## src/common/plm_defs.svh

```systemverilog
// Register map, field positions and timing counts of the dual modulator
`ifndef PLM_DEFS_SVH
`define PLM_DEFS_SVH

`define PLM_IDX_DUTY_A     8'h0a
`define PLM_IDX_DUTY_B     8'h0b
`define PLM_IDX_MISC       8'h0c
`define PLM_IDX_STATUS     8'h0d

`define PLM_DUTY_RESET     8'h00
`define PLM_MISC_RESET     8'h00

`define PLM_BIT_SLOW_A     3
`define PLM_BIT_SLOW_B     2
`define PLM_BIT_SYS_SLOW   1

`define PLM_BIT_ST_OUT_A   0
`define PLM_BIT_ST_OUT_B   1
`define PLM_BIT_ST_STOP    2

`define PLM_BUS_DIV_FAST   6'd2
`define PLM_BUS_DIV_SLOW   6'd32
`define PLM_TIMER_DIV      2'd3
`define PLM_FAST_STEPS     16'd256
`define PLM_SLOW_STEPS     16'd4096
`define PLM_SLOW_STEP_LEN  5'd16

`endif

```

## src/common/plm_pkg.sv

```systemverilog
// Types shared by the dual modulator design
package plm_pkg;
	typedef logic [7:0] duty_type;
	typedef logic [15:0] timer_type;
	typedef enum logic {
		RATE_FAST = 1'b0,
		RATE_SLOW = 1'b1
	} rate_type;
endpackage

```

## src/hdl/plm_timebase.sv

```systemverilog
// Bus clock divider, timer prescaler and shared timer counter
`timescale 1ns/1ps
`default_nettype none
`include "plm_defs.svh"

module plm_timebase
	import plm_pkg::*;
(
	input  wire logic      ref_clk,
	input  wire logic      rstSyncN,
	input  wire logic      systemSlow,
	input  wire logic      stopMode,
	input  wire logic      timerClear,
	output logic           busTick,
	output logic           timerTick,
	output logic           stepEvent,
	output timer_type      timerCount
);
	logic [4:0] divCnt_q;
	logic [1:0] preCnt_q;
	logic [4:0] divLimit;
	logic       clearNow;

	assign divLimit  = systemSlow ? 5'(`PLM_BUS_DIV_SLOW - 6'd1)
	                              : 5'(`PLM_BUS_DIV_FAST - 6'd1);
	assign busTick   = !stopMode && (divCnt_q >= divLimit);
	assign timerTick = busTick && (preCnt_q == `PLM_TIMER_DIV);
	assign clearNow  = !stopMode && timerClear;
	assign stepEvent = timerTick || clearNow;

	always_ff @(posedge ref_clk or negedge rstSyncN) begin
		if (!rstSyncN) begin
			divCnt_q <= 5'd0;
			preCnt_q <= 2'd0;
		end else if (busTick) begin
			divCnt_q <= 5'd0;
			preCnt_q <= preCnt_q + 2'd1;
		end else if (!stopMode) begin
			divCnt_q <= divCnt_q + 5'd1;
		end
	end

	always_ff @(posedge ref_clk or negedge rstSyncN) begin
		if (!rstSyncN) begin
			timerCount <= 16'h0000;
		end else if (clearNow) begin
			timerCount <= 16'h0000;
		end else if (timerTick) begin
			timerCount <= timerCount + 16'h0001;
		end
	end
endmodule
`default_nettype wire

```

## src/hdl/plm_channel.sv

```systemverilog
// One pulse length modulator channel with its active duty comparator
`timescale 1ns/1ps
`default_nettype none
`include "plm_defs.svh"

module plm_channel
	import plm_pkg::*;
(
	input  wire logic      ref_clk,
	input  wire logic      rstSyncN,
	input  wire logic      stepEvent,
	input  wire timer_type timerNext,
	input  wire rate_type  rate,
	input  wire duty_type  dutyBuffer,
	output logic           pinOut,
	output duty_type       activeDuty
);
	logic [7:0] stepIdx;
	logic       cycleStart;

	// Slow rate uses counter bits 11:4 so each step spans 16 timer periods
	assign stepIdx    = (rate == RATE_SLOW) ? timerNext[11:4]
	                                        : timerNext[7:0];
	assign cycleStart = (rate == RATE_SLOW) ? (timerNext[11:0] == 12'h000)
	                                        : (timerNext[7:0] == 8'h00);

	always_ff @(posedge ref_clk or negedge rstSyncN) begin
		if (!rstSyncN) begin
			activeDuty <= `PLM_DUTY_RESET;
			pinOut     <= 1'b0;
		end else if (stepEvent) begin
			if (cycleStart) begin
				activeDuty <= dutyBuffer;
				pinOut     <= (dutyBuffer != 8'h00);
			end else begin
				pinOut <= (stepIdx < activeDuty);
			end
		end
	end
endmodule
`default_nettype wire

```

## src/hdl/dual_pulse_length_dac.sv

```systemverilog
// Dual pulse length modulator with APB registers and stop handling
//
// Implementation choice: register access over APB.
`timescale 1ns/1ps
`default_nettype none
`include "plm_defs.svh"

module dual_pulse_length_dac
	import plm_pkg::*;
(
	input  wire logic        ref_clk,
	input  wire logic        rstn,
	input  wire logic        psel,
	input  wire logic        penable,
	input  wire logic        pwrite,
	input  wire logic [7:0]  paddr,
	input  wire logic [31:0] pwdata,
	output logic [31:0]      prdata,
	output logic             pready,
	output logic             pslverr,
	input  wire logic        stopMode,
	input  wire logic        timerClear,
	output logic             channelAOut,
	output logic             channelBOut,
	output logic             busTick,
	output logic             systemSlow
);
	function automatic logic [7:0] byteAddr(input logic [7:0] idx);
		byteAddr = {idx[5:0], 2'b00};
	endfunction

	function automatic logic [7:0] stepOf(input rate_type r,
	                                      input timer_type t);
		stepOf = (r == RATE_SLOW) ? t[11:4] : t[7:0];
	endfunction

	function automatic logic atStart(input rate_type r,
	                                 input timer_type t);
		atStart = (r == RATE_SLOW) ? (t[11:0] == 12'h000)
		                           : (t[7:0] == 8'h00);
	endfunction

	logic       rstMeta_q;
	logic       rstSyncN;
	duty_type   dutyA_q;
	duty_type   dutyB_q;
	logic       slowA_q;
	logic       slowB_q;
	logic       sysSlow_q;
	logic       stopSeen_q;
	logic [31:0] rdata_q;
	logic       err_q;
	logic       timerTick;
	logic       stepEvent;
	timer_type  timerCount;
	duty_type   activeA;
	duty_type   activeB;
	rate_type   rateA;
	rate_type   rateB;

	// Reset release through two flip-flops
	always_ff @(posedge ref_clk or negedge rstn) begin
		if (!rstn) begin
			rstMeta_q <= 1'b0;
			rstSyncN  <= 1'b0;
		end else begin
			rstMeta_q <= 1'b1;
			rstSyncN  <= rstMeta_q;
		end
	end

	// Address decode
	logic       selDutyA;
	logic       selDutyB;
	logic       selMisc;
	logic       selStatus;
	logic       mapped;
	logic       setupPhase;
	logic       writeNow;
	logic       stopEntry;
	logic [7:0] miscRead;
	logic [7:0] statusRead;
	logic [7:0] readByte;

	assign selDutyA   = (paddr == byteAddr(`PLM_IDX_DUTY_A));
	assign selDutyB   = (paddr == byteAddr(`PLM_IDX_DUTY_B));
	assign selMisc    = (paddr == byteAddr(`PLM_IDX_MISC));
	assign selStatus  = (paddr == byteAddr(`PLM_IDX_STATUS));
	assign mapped     = selDutyA || selDutyB || selMisc || selStatus;
	assign setupPhase = psel && !penable;
	assign writeNow   = psel && penable && pwrite && mapped;
	assign stopEntry  = stopMode && !stopSeen_q;

	assign miscRead = {4'h0, slowA_q, slowB_q, sysSlow_q, 1'b0};
	assign statusRead = {5'h00, stopMode, channelBOut, channelAOut};
	assign readByte = selDutyA  ? dutyA_q  :
	                  selDutyB  ? dutyB_q  :
	                  selMisc   ? miscRead :
	                  selStatus ? statusRead : 8'h00;

	// Zero wait state: read data captured in the setup cycle
	assign pready  = 1'b1;
	assign prdata  = rdata_q;
	assign pslverr = err_q;

	always_ff @(posedge ref_clk or negedge rstSyncN) begin
		if (!rstSyncN) begin
			rdata_q <= 32'h0000_0000;
			err_q   <= 1'b0;
		end else if (setupPhase) begin
			rdata_q <= pwrite ? 32'h0000_0000 : {24'h000000, readByte};
			err_q   <= !mapped;
		end
	end

	// Duty buffers written by software
	always_ff @(posedge ref_clk or negedge rstSyncN) begin
		if (!rstSyncN) begin
			dutyA_q <= `PLM_DUTY_RESET;
			dutyB_q <= `PLM_DUTY_RESET;
		end else if (writeNow && selDutyA) begin
			dutyA_q <= pwdata[7:0];
		end else if (writeNow && selDutyB) begin
			dutyB_q <= pwdata[7:0];
		end
	end

	// Control bits; slow selects take effect at once, not buffered
	always_ff @(posedge ref_clk or negedge rstSyncN) begin
		if (!rstSyncN) begin
			slowA_q   <= 1'(`PLM_MISC_RESET >> `PLM_BIT_SLOW_A);
			slowB_q   <= 1'b0;
			sysSlow_q <= 1'b0;
		end else if (stopEntry) begin
			sysSlow_q <= 1'b0;
		end else if (writeNow && selMisc) begin
			slowA_q   <= pwdata[`PLM_BIT_SLOW_A];
			slowB_q   <= pwdata[`PLM_BIT_SLOW_B];
			sysSlow_q <= pwdata[`PLM_BIT_SYS_SLOW];
		end
	end

	always_ff @(posedge ref_clk or negedge rstSyncN) begin
		if (!rstSyncN) begin
			stopSeen_q <= 1'b0;
		end else begin
			stopSeen_q <= stopMode;
		end
	end

	assign systemSlow = sysSlow_q;
	assign rateA = slowA_q ? RATE_SLOW : RATE_FAST;
	assign rateB = slowB_q ? RATE_SLOW : RATE_FAST;

	// Shared timebase; stop freezes it, wait has no input here
	plm_timebase timebase (
		.ref_clk    (ref_clk),
		.rstSyncN   (rstSyncN),
		.systemSlow (sysSlow_q),
		.stopMode   (stopMode),
		.timerClear (timerClear),
		.busTick    (busTick),
		.timerTick  (timerTick),
		.stepEvent  (stepEvent),
		.timerCount (timerCount)
	);

	logic [15:0] nextCount;
	assign nextCount = timerClear ? 16'h0000 : timerCount + 16'h0001;

	// Both channels share the timer counter
	plm_channel channelA (
		.ref_clk    (ref_clk),
		.rstSyncN   (rstSyncN),
		.stepEvent  (stepEvent),
		.timerNext  (nextCount),
		.rate       (rateA),
		.dutyBuffer (dutyA_q),
		.pinOut     (channelAOut),
		.activeDuty (activeA)
	);

	plm_channel channelB (
		.ref_clk    (ref_clk),
		.rstSyncN   (rstSyncN),
		.stepEvent  (stepEvent),
		.timerNext  (nextCount),
		.rate       (rateB),
		.dutyBuffer (dutyB_q),
		.pinOut     (channelBOut),
		.activeDuty (activeB)
	);

	// Checks
	chk_duty_zero_low: assert property (
		@(posedge ref_clk) disable iff (!rstSyncN)
		$rose(channelAOut) |-> $past(dutyA_q) != 8'h00)
		else $error("channel A went high with zero duty");

	chk_cycle_start_a: assert property (
		@(posedge ref_clk) disable iff (!rstSyncN)
		$rose(channelAOut) |-> atStart(rateA, timerCount))
		else $error("channel A rose away from cycle start");

	chk_cycle_start_b: assert property (
		@(posedge ref_clk) disable iff (!rstSyncN)
		$rose(channelBOut) |-> atStart(rateB, timerCount))
		else $error("channel B rose away from cycle start");

	chk_timer_tick_spacing: assert property (
		@(posedge ref_clk) disable iff (!rstSyncN)
		timerTick && !sysSlow_q |=> !timerTick [*7])
		else $error("timer tick faster than four bus clocks");

	chk_duty_load_end: assert property (
		@(posedge ref_clk) disable iff (!rstSyncN)
		activeA != $past(activeA) |-> atStart(rateA, timerCount))
		else $error("duty loaded in mid cycle");

	chk_duty_reset_zero: assert property (
		@(posedge ref_clk)
		!rstSyncN |-> dutyA_q == 8'h00 && dutyB_q == 8'h00)
		else $error("duty not cleared by reset");

	chk_timer_clear_zero: assert property (
		@(posedge ref_clk) disable iff (!rstSyncN)
		timerClear && !stopMode |=> timerCount == 16'h0000)
		else $error("timer counter not cleared");

	chk_bus_fast_div: assert property (
		@(posedge ref_clk) disable iff (!rstSyncN)
		busTick && !sysSlow_q |=> !busTick)
		else $error("bus tick faster than divide by two");

	chk_bus_slow_div: assert property (
		@(posedge ref_clk) disable iff (!rstSyncN)
		busTick && sysSlow_q |=> !busTick [*8])
		else $error("slow bus tick too frequent");

	chk_slow_stop_clear: assert property (
		@(posedge ref_clk) disable iff (!rstSyncN)
		stopMode && !stopSeen_q |=> !sysSlow_q)
		else $error("system slow bit kept on stop entry");

	chk_stop_hold_out: assert property (
		@(posedge ref_clk) disable iff (!rstSyncN)
		stopMode |=> $stable(channelAOut) && $stable(channelBOut))
		else $error("output changed during stop");

	chk_fall_at_duty: assert property (
		@(posedge ref_clk) disable iff (!rstSyncN)
		$fell(channelAOut) && $stable(slowA_q)
		|-> stepOf(rateA, timerCount) == activeA)
		else $error("channel A fell away from duty step");

	chk_slow_step_len: assert property (
		@(posedge ref_clk) disable iff (!rstSyncN)
		$fell(channelBOut) && rateB == RATE_SLOW && $stable(slowB_q)
		|-> timerCount[3:0] == 4'h0)
		else $error("slow step not 16 timer periods");
endmodule
`default_nettype wire

```

## config.mk

```make
export PLATFORM = sky130hd
export DESIGN_NAME = dual_pulse_length_dac
export DESIGN_NICKNAME = d
export VERILOG_FILES = /design/src/common/plm_pkg.sv /design/src/hdl/plm_timebase.sv /design/src/hdl/plm_channel.sv /design/src/hdl/dual_pulse_length_dac.sv
export VERILOG_INCLUDE_DIRS = /design/src /design/src/common
export SDC_FILE = /design/constraint.sdc
export NUM_CORES = 1
export LEC_CHECK = 0
export ABC_CLOCK_PERIOD_IN_PS = 2250
export BUFFER_PORTS_ARGS = -buffer_cell sky130_fd_sc_hd__buf_4
export CORE_MARGIN = 2
export CORE_UTILIZATION = 55
export CTS_BUF_LIST = sky130_fd_sc_hd__clkbuf_8
export CTS_CLUSTER_DIAMETER = 150
export CTS_CLUSTER_SIZE = 10
export DETAILED_ROUTE_END_ITERATION = 6
export PLACE_DENSITY = 0.8
export SLEW_MARGIN = 25
export SYNTH_ARGS = -nofsm -noshare
export SYNTH_HDL_FRONTEND = slang
export SYNTH_SLANG_ARGS = --single-unit
```

## constraint.sdc

```tcl
create_clock -name ref_clk -period 2.25 [get_ports ref_clk]
set_input_delay 0.45 -clock ref_clk [delete_from_list [all_inputs] [get_ports ref_clk]]
set_output_delay 0.45 -clock ref_clk [all_outputs]
set_load 0.02 [all_outputs]
```

# == Word level (Yosys, flattened, before mapping) ==
# Cells that the tools add are included.
# classes
eq_ne,6
n_addsub,3
order_cmp,3
muxes,21
reduce_logical,29
n_bitwise,2
# ops
cell,n
$mux 8,5
$eq 8x6->1 const B,4
$mux 16,2
$add 16x1->16 const B,1
$lt 8x8->1,2
$reduce_bool 8->1,2
$mux 5,3
$logic_not 12->1,1
$mux 12,1
$logic_and 1x1->1,11
$logic_not 8->1,1
$mux 1,8
$reduce_and 2->1,4
$add 5x1->5 const B,1
$ge 5x5->1,1
$logic_not 1->1,4
$logic_or 1x1->1,4
$mux 4,1
$reduce_bool 2->1,2
$mux 3,1
$add 2x1->2 const B,1
$eq 2x2->1 const B,1
$ne 2x1->1 const B,1
$not 1->1,2
# totals
regBits,96
output_inout_bits,38

# == Depth between registers and ports, before layout ==
# Gate-level depths: netlist of the first run.
# logic_depth
word_depth,8
depth_mapped,13
depth_no_buf,12

# == Cells and area by module ==
# A second synthesis of the first run with hierarchy kept.
# hier_totals
hier_cells,452
area_unflattened_um2,4649.5
# by_module_without_submodules
module,area_each_um2,cells_per_inst,seq_area_each_um2,n_inst
dual_pulse_length_dac,1944.4,196,775.7,1
plm_channel,680.7,60,225.2,2
plm_timebase,1343.8,136,575.6,1

# == Least setup slack after synthesis of the first run ==
# OpenSTA, ideal clock, no wires.
# synth_timing
path_type,register to register
from,register timebase.timerCount[0]
to,register channelA.pinOut
synth_period_minus_slack_ns,2.722
path_stages_with_launch,12
arrival_ns,2.640
setup_slack_ns,-0.472
cell_sequence,dfrtp_1 -> and3_4 -> nand3_1 -> nor2_1 -> xnor2_1 -> nor2_1 -> mux2_2 -> ha_1 -> a2111oi_0 -> o21ai_0 -> a221o_1 -> a31oi_1
# synth_via
elab_chain_len,5
word_cells_on_any_way,8
classes_between,1 x add/sub; 1 x order compare; 4 x mux; 2 x reduce/logical
# synth_rtl
item,line,source
from (decl),plm_timebase.sv:17,output timer_type timerCount
from (signal assigned),plm_timebase.sv:49,timerCount <= timerCount + 16'h0001;
$add 16x1->16 (*),-,
$mux 12 (*),dual_pulse_length_dac.sv:169,assign nextCount = timerClear ? 16'h0000 : timerCount + 16'h0001;
"$mux 8, or another cell as far along",plm_channel.sv:22,assign stepIdx = (rate == RATE_SLOW) ? timerNext[11:4]
$lt 8x8->1 or $mux 1 (tied branches),"plm_channel.sv:36, plm_channel.sv:24",
$mux 1 (*),plm_channel.sv:32,if (cycleStart) begin
to (signal assigned),plm_channel.sv:34,pinOut <= (dutyBuffer != 8'h00);
to (signal assigned),plm_channel.sv:36,pinOut <= (stepIdx < activeDuty);
to (decl),plm_channel.sv:15,"output logic pinOut,"
# Mark *: on every way between the ends. The rest lies on a longest branch, timed or not.
# A chain may end at the register's enable or synchronous reset.

# == Worst setup path in the final report of the first run ==
# layout_timing
from,register timebase.timerCount[1]
to,register channelB.pinOut
# layout_via
elab_chain_len,5
word_cells_on_any_way,8
classes_between,1 x add/sub; 1 x order compare; 4 x mux; 2 x reduce/logical
# layout_rtl
item,line
$add 16x1->16 (*),-
$mux 12 (*),dual_pulse_length_dac.sv:169
"$mux 8, or another cell as far along",plm_channel.sv:22
$lt 8x8->1 or $mux 1 (tied branches),"plm_channel.sv:36, plm_channel.sv:24"
$mux 1 (*),plm_channel.sv:32
to (signal assigned),plm_channel.sv:34
to (signal assigned),plm_channel.sv:36
to (decl),plm_channel.sv:15
# Marked as above.

==> qor.yml, run 1 <==
die:
  die_width_um: 92.43
  io_pins: 85
  die_h_um: 92.43
  placementRows: 32
  dieArea_um2: 8542
  core_area_um2: 7647
  start_util_pct: 56.23
sta:
  rsz0062_at_grt: "yes"
  finalCriticalPeriod_ns: 2.808
  layout_setup_ws_ns: -0.5579
  period_share_pct: 124.8
  fin_skew_ns: 0.01035
  worst_slew_pin_slew_ns: 0.6049
  setup_tns_ns: -3.288
  slew_headroom_pct: 59.68
  slew_violations: 0
  hold_viol_final: 0
  max_freq_mhz: 356.1
  setup_viol: 19
synthesis:
  seq_area_frac_synth_pct: 39.57
  syn_inst: 439
  post-synth-top-count-cell: "dfrtp_1"
  synth_top_area_share_pct: 39.57
  synth-seq-cells: 68
  async_flop_share_pct: 100.0
  synth_edf_count: 0
  synth.avg_cell_area_um2: 9.796
  yosys-top-cells-area: "dfrtp_1, mux2_2, ha_1"
  syn_area_um2: 4300
  synth_common_cells: "dfrtp_1, mux2_2, nand2_1"
  yosysTopAreaCell: "dfrtp_1"
  synth_ff_type: "dfrtp_1"
  ys_warn_count: 0
  yosysUniqueCellTypes: 55
grt:
  grt_pass1_vias: 3616
  antenna_found_initial: 0
  grt_use_total_pct: 25.71
  grt_max_degree: 43
  grt_overflow: 0
  grt_pass1_wl_um: 17220
placement:
  post-dp-hpwl_um: 7498
  placed_area_um2: 4996
  post-place-cells: 608
  gp_congestion: 0.8835
  portBuffers: 35
clock_network:
  cts_buffer_depth: 2
  cts.sinks: 68
  cts_tree: "built"
  cts_root_buf: "clkbuf_8"
  path_clk_slew_ns: 0.08
  cts_buffers: 9
  clk_latency_ns: 0.36
  cts_htree_levels: 3
detailed_routing:
  routed_wl_um: 11180
  dr.pass1.iters: 5
  drt-vias-per-instance: 5.889
  ant_nets: 0
  dr_total_vias: 3716
  drt_iter0_markers: 258
  drcViolationCount: 0
  routedWlPerCell_um: 17.72
power:
  p_comb_share_pct: 28.6
  p_sw_mw: 1.144
  powerDensity_nw_per_um2: 658.2
  leakage_nw: 2.559
  peakVddDrop_v: 0.0005955
  netSwitchingFraction_pct: 31.70
  p_clk_share_pct: 32.1
  seq_power_share_pct: 39.4
  p_int_mw: 2.464
worst_hold_path:
  worst_hold_path_type: "flop to async pin"
cells_and_area:
  design_area_um2: 5482
  nNetsFinal: 593
  antenna_cells: 0
  layout-drive-gt1-share_pct: 36.48
  area_growth_pct: 27.47
  stdcell_count: 631
flow_run:
  max-cap-violations: 0
run_status:
  status: "finished, violations left"
  failed_checks: "negative setup slack"
critical_path:
  worstPathArrival_ns: 3.09
  worstPathMaxFanout: 4
  start_kind: "flop"
  worstSetupPathType: "flop to flop"
  end_kind: "flop"
  cp.required_ns: 2.53
==> per-layer routing <==
| metal | GRT usage, % | routed length, um |
|---|---|---|
| met1 | 32.64 | 4664 |
| met2 | 43.07 | 5624 |
| met3 | 4.882 | 511 |
| met4 | 10.95 | 379 |
| met5 | 0 | 0 |
==> timing repair <==
item / in CTS / in global routing
pin swaps: 17 / 23
endpoints found under the hold margin: 2 / 0
setup buffers: 3 / 4
hold buffers: 1 / 0
gates resized for setup: 13 / 27
endpoints found under the setup margin: 19 / 19
==> path summary, 6_finish.rpt <==
check | start | endpoint | slack, ns | cells past startpoint
setup / recovery | timebase.timerCount[1]$_DFFE_PN0P_ | channelB.pinOut$_DFFE_PN0P_ | -0.56 | 12
hold / removal | rstSyncN$_DFF_PN0_ | channelB.pinOut$_DFFE_PN0P_ | 0.28 | 0
setup reg to reg | timebase.timerCount[1]$_DFFE_PN0P_ | channelB.pinOut$_DFFE_PN0P_ | -0.56 | 12
hold reg to reg | rstSyncN$_DFF_PN0_ | channelB.pinOut$_DFFE_PN0P_ | 0.28 | 0
max in group asynchronous | rstSyncN$_DFF_PN0_ | channelA.activeDuty[6]$_DFFE_PN0P_ | 1.35 | 1
min in group ref_clk | stopMode | stopSeen_q$_DFF_PN0_ | 0.31 | 1
==> cells in the final DEF (no fill, tap or decap), types with 7 or more instances in the layout <==
cell type	instances
conb_1	26
o211ai_1	7
inv_1	21
clkbuf_8	10
dfrtp_1	64
buf_4	85
xor2_1	8
a21o_1	8
nand3_1	8
nand2_1	34
ha_1	16
o21ai_0	22
a211oi_2	7
nor2_1	32
mux2i_1	8
a21oi_1	13
mux2_2	34
or3_1	9
==> sequential cells by signal, summed over array words and instances, names as in the netlist <==
| signal | flops |
|---|---|
| rstSyncN | 1 |
| pslverr | 1 |
| stopSeen_q | 1 |
| slowA_q | 1 |
| systemSlow | 1 |
| channelA.activeDuty | 8 |
| channelB.pinOut | 1 |
| slowB_q | 1 |
| channelA.pinOut | 1 |
| dutyA_q | 8 |
| rstMeta_q | 1 |
| timebase.divCnt_q | 5 |
| dutyB_q | 8 |
| timebase.preCnt_q | 2 |
| channelB.activeDuty | 8 |
| timebase.timerCount | 12 |
| prdata | 8 |
==> worst max-delay path: stages (launching register included) <==
cell	delay (ns)
dfrtp_1	0.43
and3_4	0.24
nand3_4	0.12
nor2_4	0.15
xnor2_2	0.08
buf_4	0.13
o31ai_1	0.33
ha_1	0.34
a21oi_1	0.20
nand3_2	0.10
o211ai_1	0.24
o211ai_1	0.16
a31oi_1	0.20
==> power groups by stage <==
stage	combinational [mW]	sequential [mW]	clock, mW
final	1.03	1.42	1.16
after global placement	0.872	1.43	0
after floorplan	0.603	1.44	0
after detailed placement	0.911	1.43	0
after global routing	1.12	1.43	1.22
after CTS	0.962	1.41	1.16
==> cell families (layout without fill, tap and decap cells) <==
family,Yosys count,after routing,share of synthesized area (%)
AO/OA/AOI/OAI,92,92,14.61
XOR/XNOR,19,19,3.870
adder cells (fa/ha/maj),21,21,6.110
buffers and inverters,63,129,8.350
flip-flops,68,68,39.57
multiplexers,47,47,12.25
other,2,26,0.1746
AND/OR/NAND/NOR,127,127,15.07
==> cell type report <==
type	instances	area, um2
clock buffer	10	137.6
clock inverter	5	85.08
fill	523	2166
inverter	22	82.58
multi-input combinational	332	2618
sequential	68	1707
tap	102	127.6
timing repair buffer	92	724.4
==> through the flow <==
stage | utilization [%] | hold WS, ns | worst slack [ns] | power, mW
CTS | 69.40 | 0.2957 | -0.4327 | 3.535
detailed placement | 65.33 | 0.2342 | -0.4526 | 2.342
global placement | 65.33 | 0.2325 | -0.4208 | 2.297
finish | 71.68 | 0.2784 | -0.5579 | 3.608
floorplan | - | 0.1544 | -0.2537 | 2.042
global route | 71.68 | 0.2940 | -0.6701 | 3.767
No activity file was read; power rests on OpenSTA's default activity.
==> run 2, diff against run 1 <==
Settings changed: ABC_CLOCK_PERIOD_IN_PS 2250 to 3200, PLACE_DENSITY 0.8 to 0.88.
Clock period 2.25 ns to 3.2 ns, I/O delays scaled along.
==> qor.yml, run 2 (same netlist as run 1, synthesis figures left out) <==
run_status:
  status: "finished, final reports clean"
clock_network:
  clk_latency_ns: 0.36  # about the same
  cts_tree: "built"
  cts_root_buf: "clkbuf_8"
  post_cts_resize_count: 0  # -13
  cts_buffer_depth: 2  # unchanged
  cts.sinks: 68  # unchanged
  post-cts-setup-buffers: 0  # -3
  cts_htree_levels: 3  # unchanged
  path_clk_slew_ns: 0.07  # about the same
  hold_buffers: 0  # -1
  cts_buffers: 9  # unchanged
grt:
  grt_use_total_pct: 23.58  # -2.1 points
  grt_overflow: 0  # unchanged
  antenna_found_initial: 0  # unchanged
  grt_max_degree: 31  # -28%
  grt_pass1_vias: 3261  # -9.8%
  grt_pass1_wl_um: 15760  # -8.5%
sta:
  hold_viol_final: 0  # unchanged
  period_share_pct: 93.98  # -31 points
  slew_headroom_pct: 45.20  # -14 points
  rsz0062_at_grt: "no"
  fin_skew_ns: 0.009478  # -0.0008712 ns
  worst_slew_pin_slew_ns: 0.8145  # +0.2096 ns
  max_freq_mhz: 332.5  # -6.6%
  setup_tns_ns: 0  # +3.288 ns
  slew_violations: 0  # unchanged
  finalCriticalPeriod_ns: 3.007  # +0.1995 ns
  setup_viol: 0  # -19
detailed_routing:
  routed_wl_um: 9461  # -15%
  drt_iter0_markers: 217  # -16%
  drcViolationCount: 0  # unchanged
  dr_total_vias: 3395  # -8.6%
  drt-vias-per-instance: 5.813  # -1.3%
  dr.pass1.iters: 4  # -1
  ant_nets: 0  # unchanged
  routedWlPerCell_um: 16.20  # -8.6%
cells_and_area:
  nNetsFinal: 545  # -8.1%
  layout_commonest_cell: "dfrtp_1"
  largest_reg_flops: 12  # unchanged
  top_register: "timebase.timerCount"
  seqCellArea_um2: 1703  # -0.22%
  multi_input_area_um2: 2330  # -11%
  area_growth_pct: 11.17
  stdcell_count: 584  # -7.4%
  antenna_cells: 0  # unchanged
  n_fill_cell: 594  # +14%
  layout-drive-gt1-share_pct: 22.41  # -14 points
  final_cell_mix: "dfrtp_1, buf_4, mux2_2"
placement:
  post-place-cells: 568  # -6.6%
  post-dp-hpwl_um: 7065  # -5.8%
  portBuffers: 35  # unchanged
  gp_congestion: 0.9159  # +3.7%
flow_run:
  max-cap-violations: 0  # unchanged
power:
  powerDensity_nw_per_um2: 481.1  # -27%
  peakVddDrop_v: 0.0004461  # -25%
  leakage_nw: 2.229  # -13%
  total_power_mw: 2.300  # -36%
die:
  start_util_pct: 56.23  # unchanged
  placementRows: 32  # unchanged
  die_width_um: 92.43  # unchanged
  die_h_um: 92.43  # unchanged
  dieArea_um2: 8542  # unchanged
  core_area_um2: 7647  # unchanged
  io_pins: 85  # unchanged
critical_path:
  cp.required_ns: 3.48  # +0.95 ns
  cp_common_cell: "ha_1"
  worstPathMaxFanout: 7  # +3
  crit_chain: "ha_1, and4_1, nand2_1, xor2_1, a211oi_1, ha_1, a2111oi_0, o21ai_0, a221o_1, a31oi_1"
  worstSetupPathType: "flop to flop"
  end_kind: "flop"
  worstPathArrival_ns: 3.28  # +0.19 ns
  max_stage_delay_ns: 0.40  # -0.03 ns
  start_kind: "flop"
  crit_path_top_delay_cell: "dfrtp_1"
worst_hold_path:
  worst_hold_path_type: "primary input to async pin"
==> run 2: through the flow <==
stage          area, um2  utilization, %  setup slack, ns  hold WS (ns)
6_report            4781           62.52           0.1927       0.05051
5_1_grt             4781           62.52         0.003676       0.03084
4_1_cts             4781           62.52           0.2180       0.04359
3_5_place_dp        4573           59.80           0.2333        0.2419
3_3_place_gp        4573           59.80           0.2976        0.2291
2_1_floorplan       4390               -           0.4781        0.3312
==> run 2: path summary, 6_finish.rpt <==
| kind | start | end | slack [ns] | depth (start not counted) |
|---|---|---|---|---|
| setup / recovery | timebase.timerCount[1]$_DFFE_PN0P_ | channelA.pinOut$_DFFE_PN0P_ | 0.19 | 10 |
| hold / removal | rstn | rstSyncN$_DFF_PN0_ | 0.05 | 1 |
| setup reg to reg | timebase.timerCount[1]$_DFFE_PN0P_ | channelA.pinOut$_DFFE_PN0P_ | 0.19 | 10 |
| hold reg to reg | rstSyncN$_DFF_PN0_ | channelA.activeDuty[3]$_DFFE_PN0P_ | 0.22 | 0 |
| max in group asynchronous | rstSyncN$_DFF_PN0_ | prdata[2]$_DFFE_PN0P_ | 2.22 | 1 |
| min in group ref_clk | rstMeta_q$_DFF_PN0_ | rstSyncN$_DFF_PN0_ | 0.36 | 0 |
==> run 2: worst max-delay path, delay by kind of cell, from the launching register on <==
kind / cells / cell delay (ns)
adder cells (fa/ha/maj): 2 / 0.53
XOR/XNOR: 1 / 0.23
AO/OA/AOI/OAI: 5 / 1.21
AND/OR/NAND/NOR: 2 / 0.57
flip-flops: 1 / 0.40
==> run 2: final cells by class <==
class                   instances  share of cell area, %
repair buffers                 44                  6.909
clock buffers                   9                  2.591
inverters                      22                  1.727
multi-input cells             332                  48.73
flip-flops and latches         68                  35.62
clock inverters                 7                  1.753
well taps                     102                  2.669
==> run 2: report_power, final <==
group | switching (mW) | leakage [nW] | internal, mW
clock network | 0.376 | 0.102 | 0.373
logic | 0.321 | 1.20 | 0.242
registers | 0.0668 | 0.924 | 0.921
==> run 2: layer usage <==
metal	wire [um]	GRT usage [%]	vias to the layer above
met5	0	0	-
met4	267	9.204	0
met3	436	5.045	24
met2	4611	38.32	103
met1	4146	30.95	1676
li1	-	-	1592
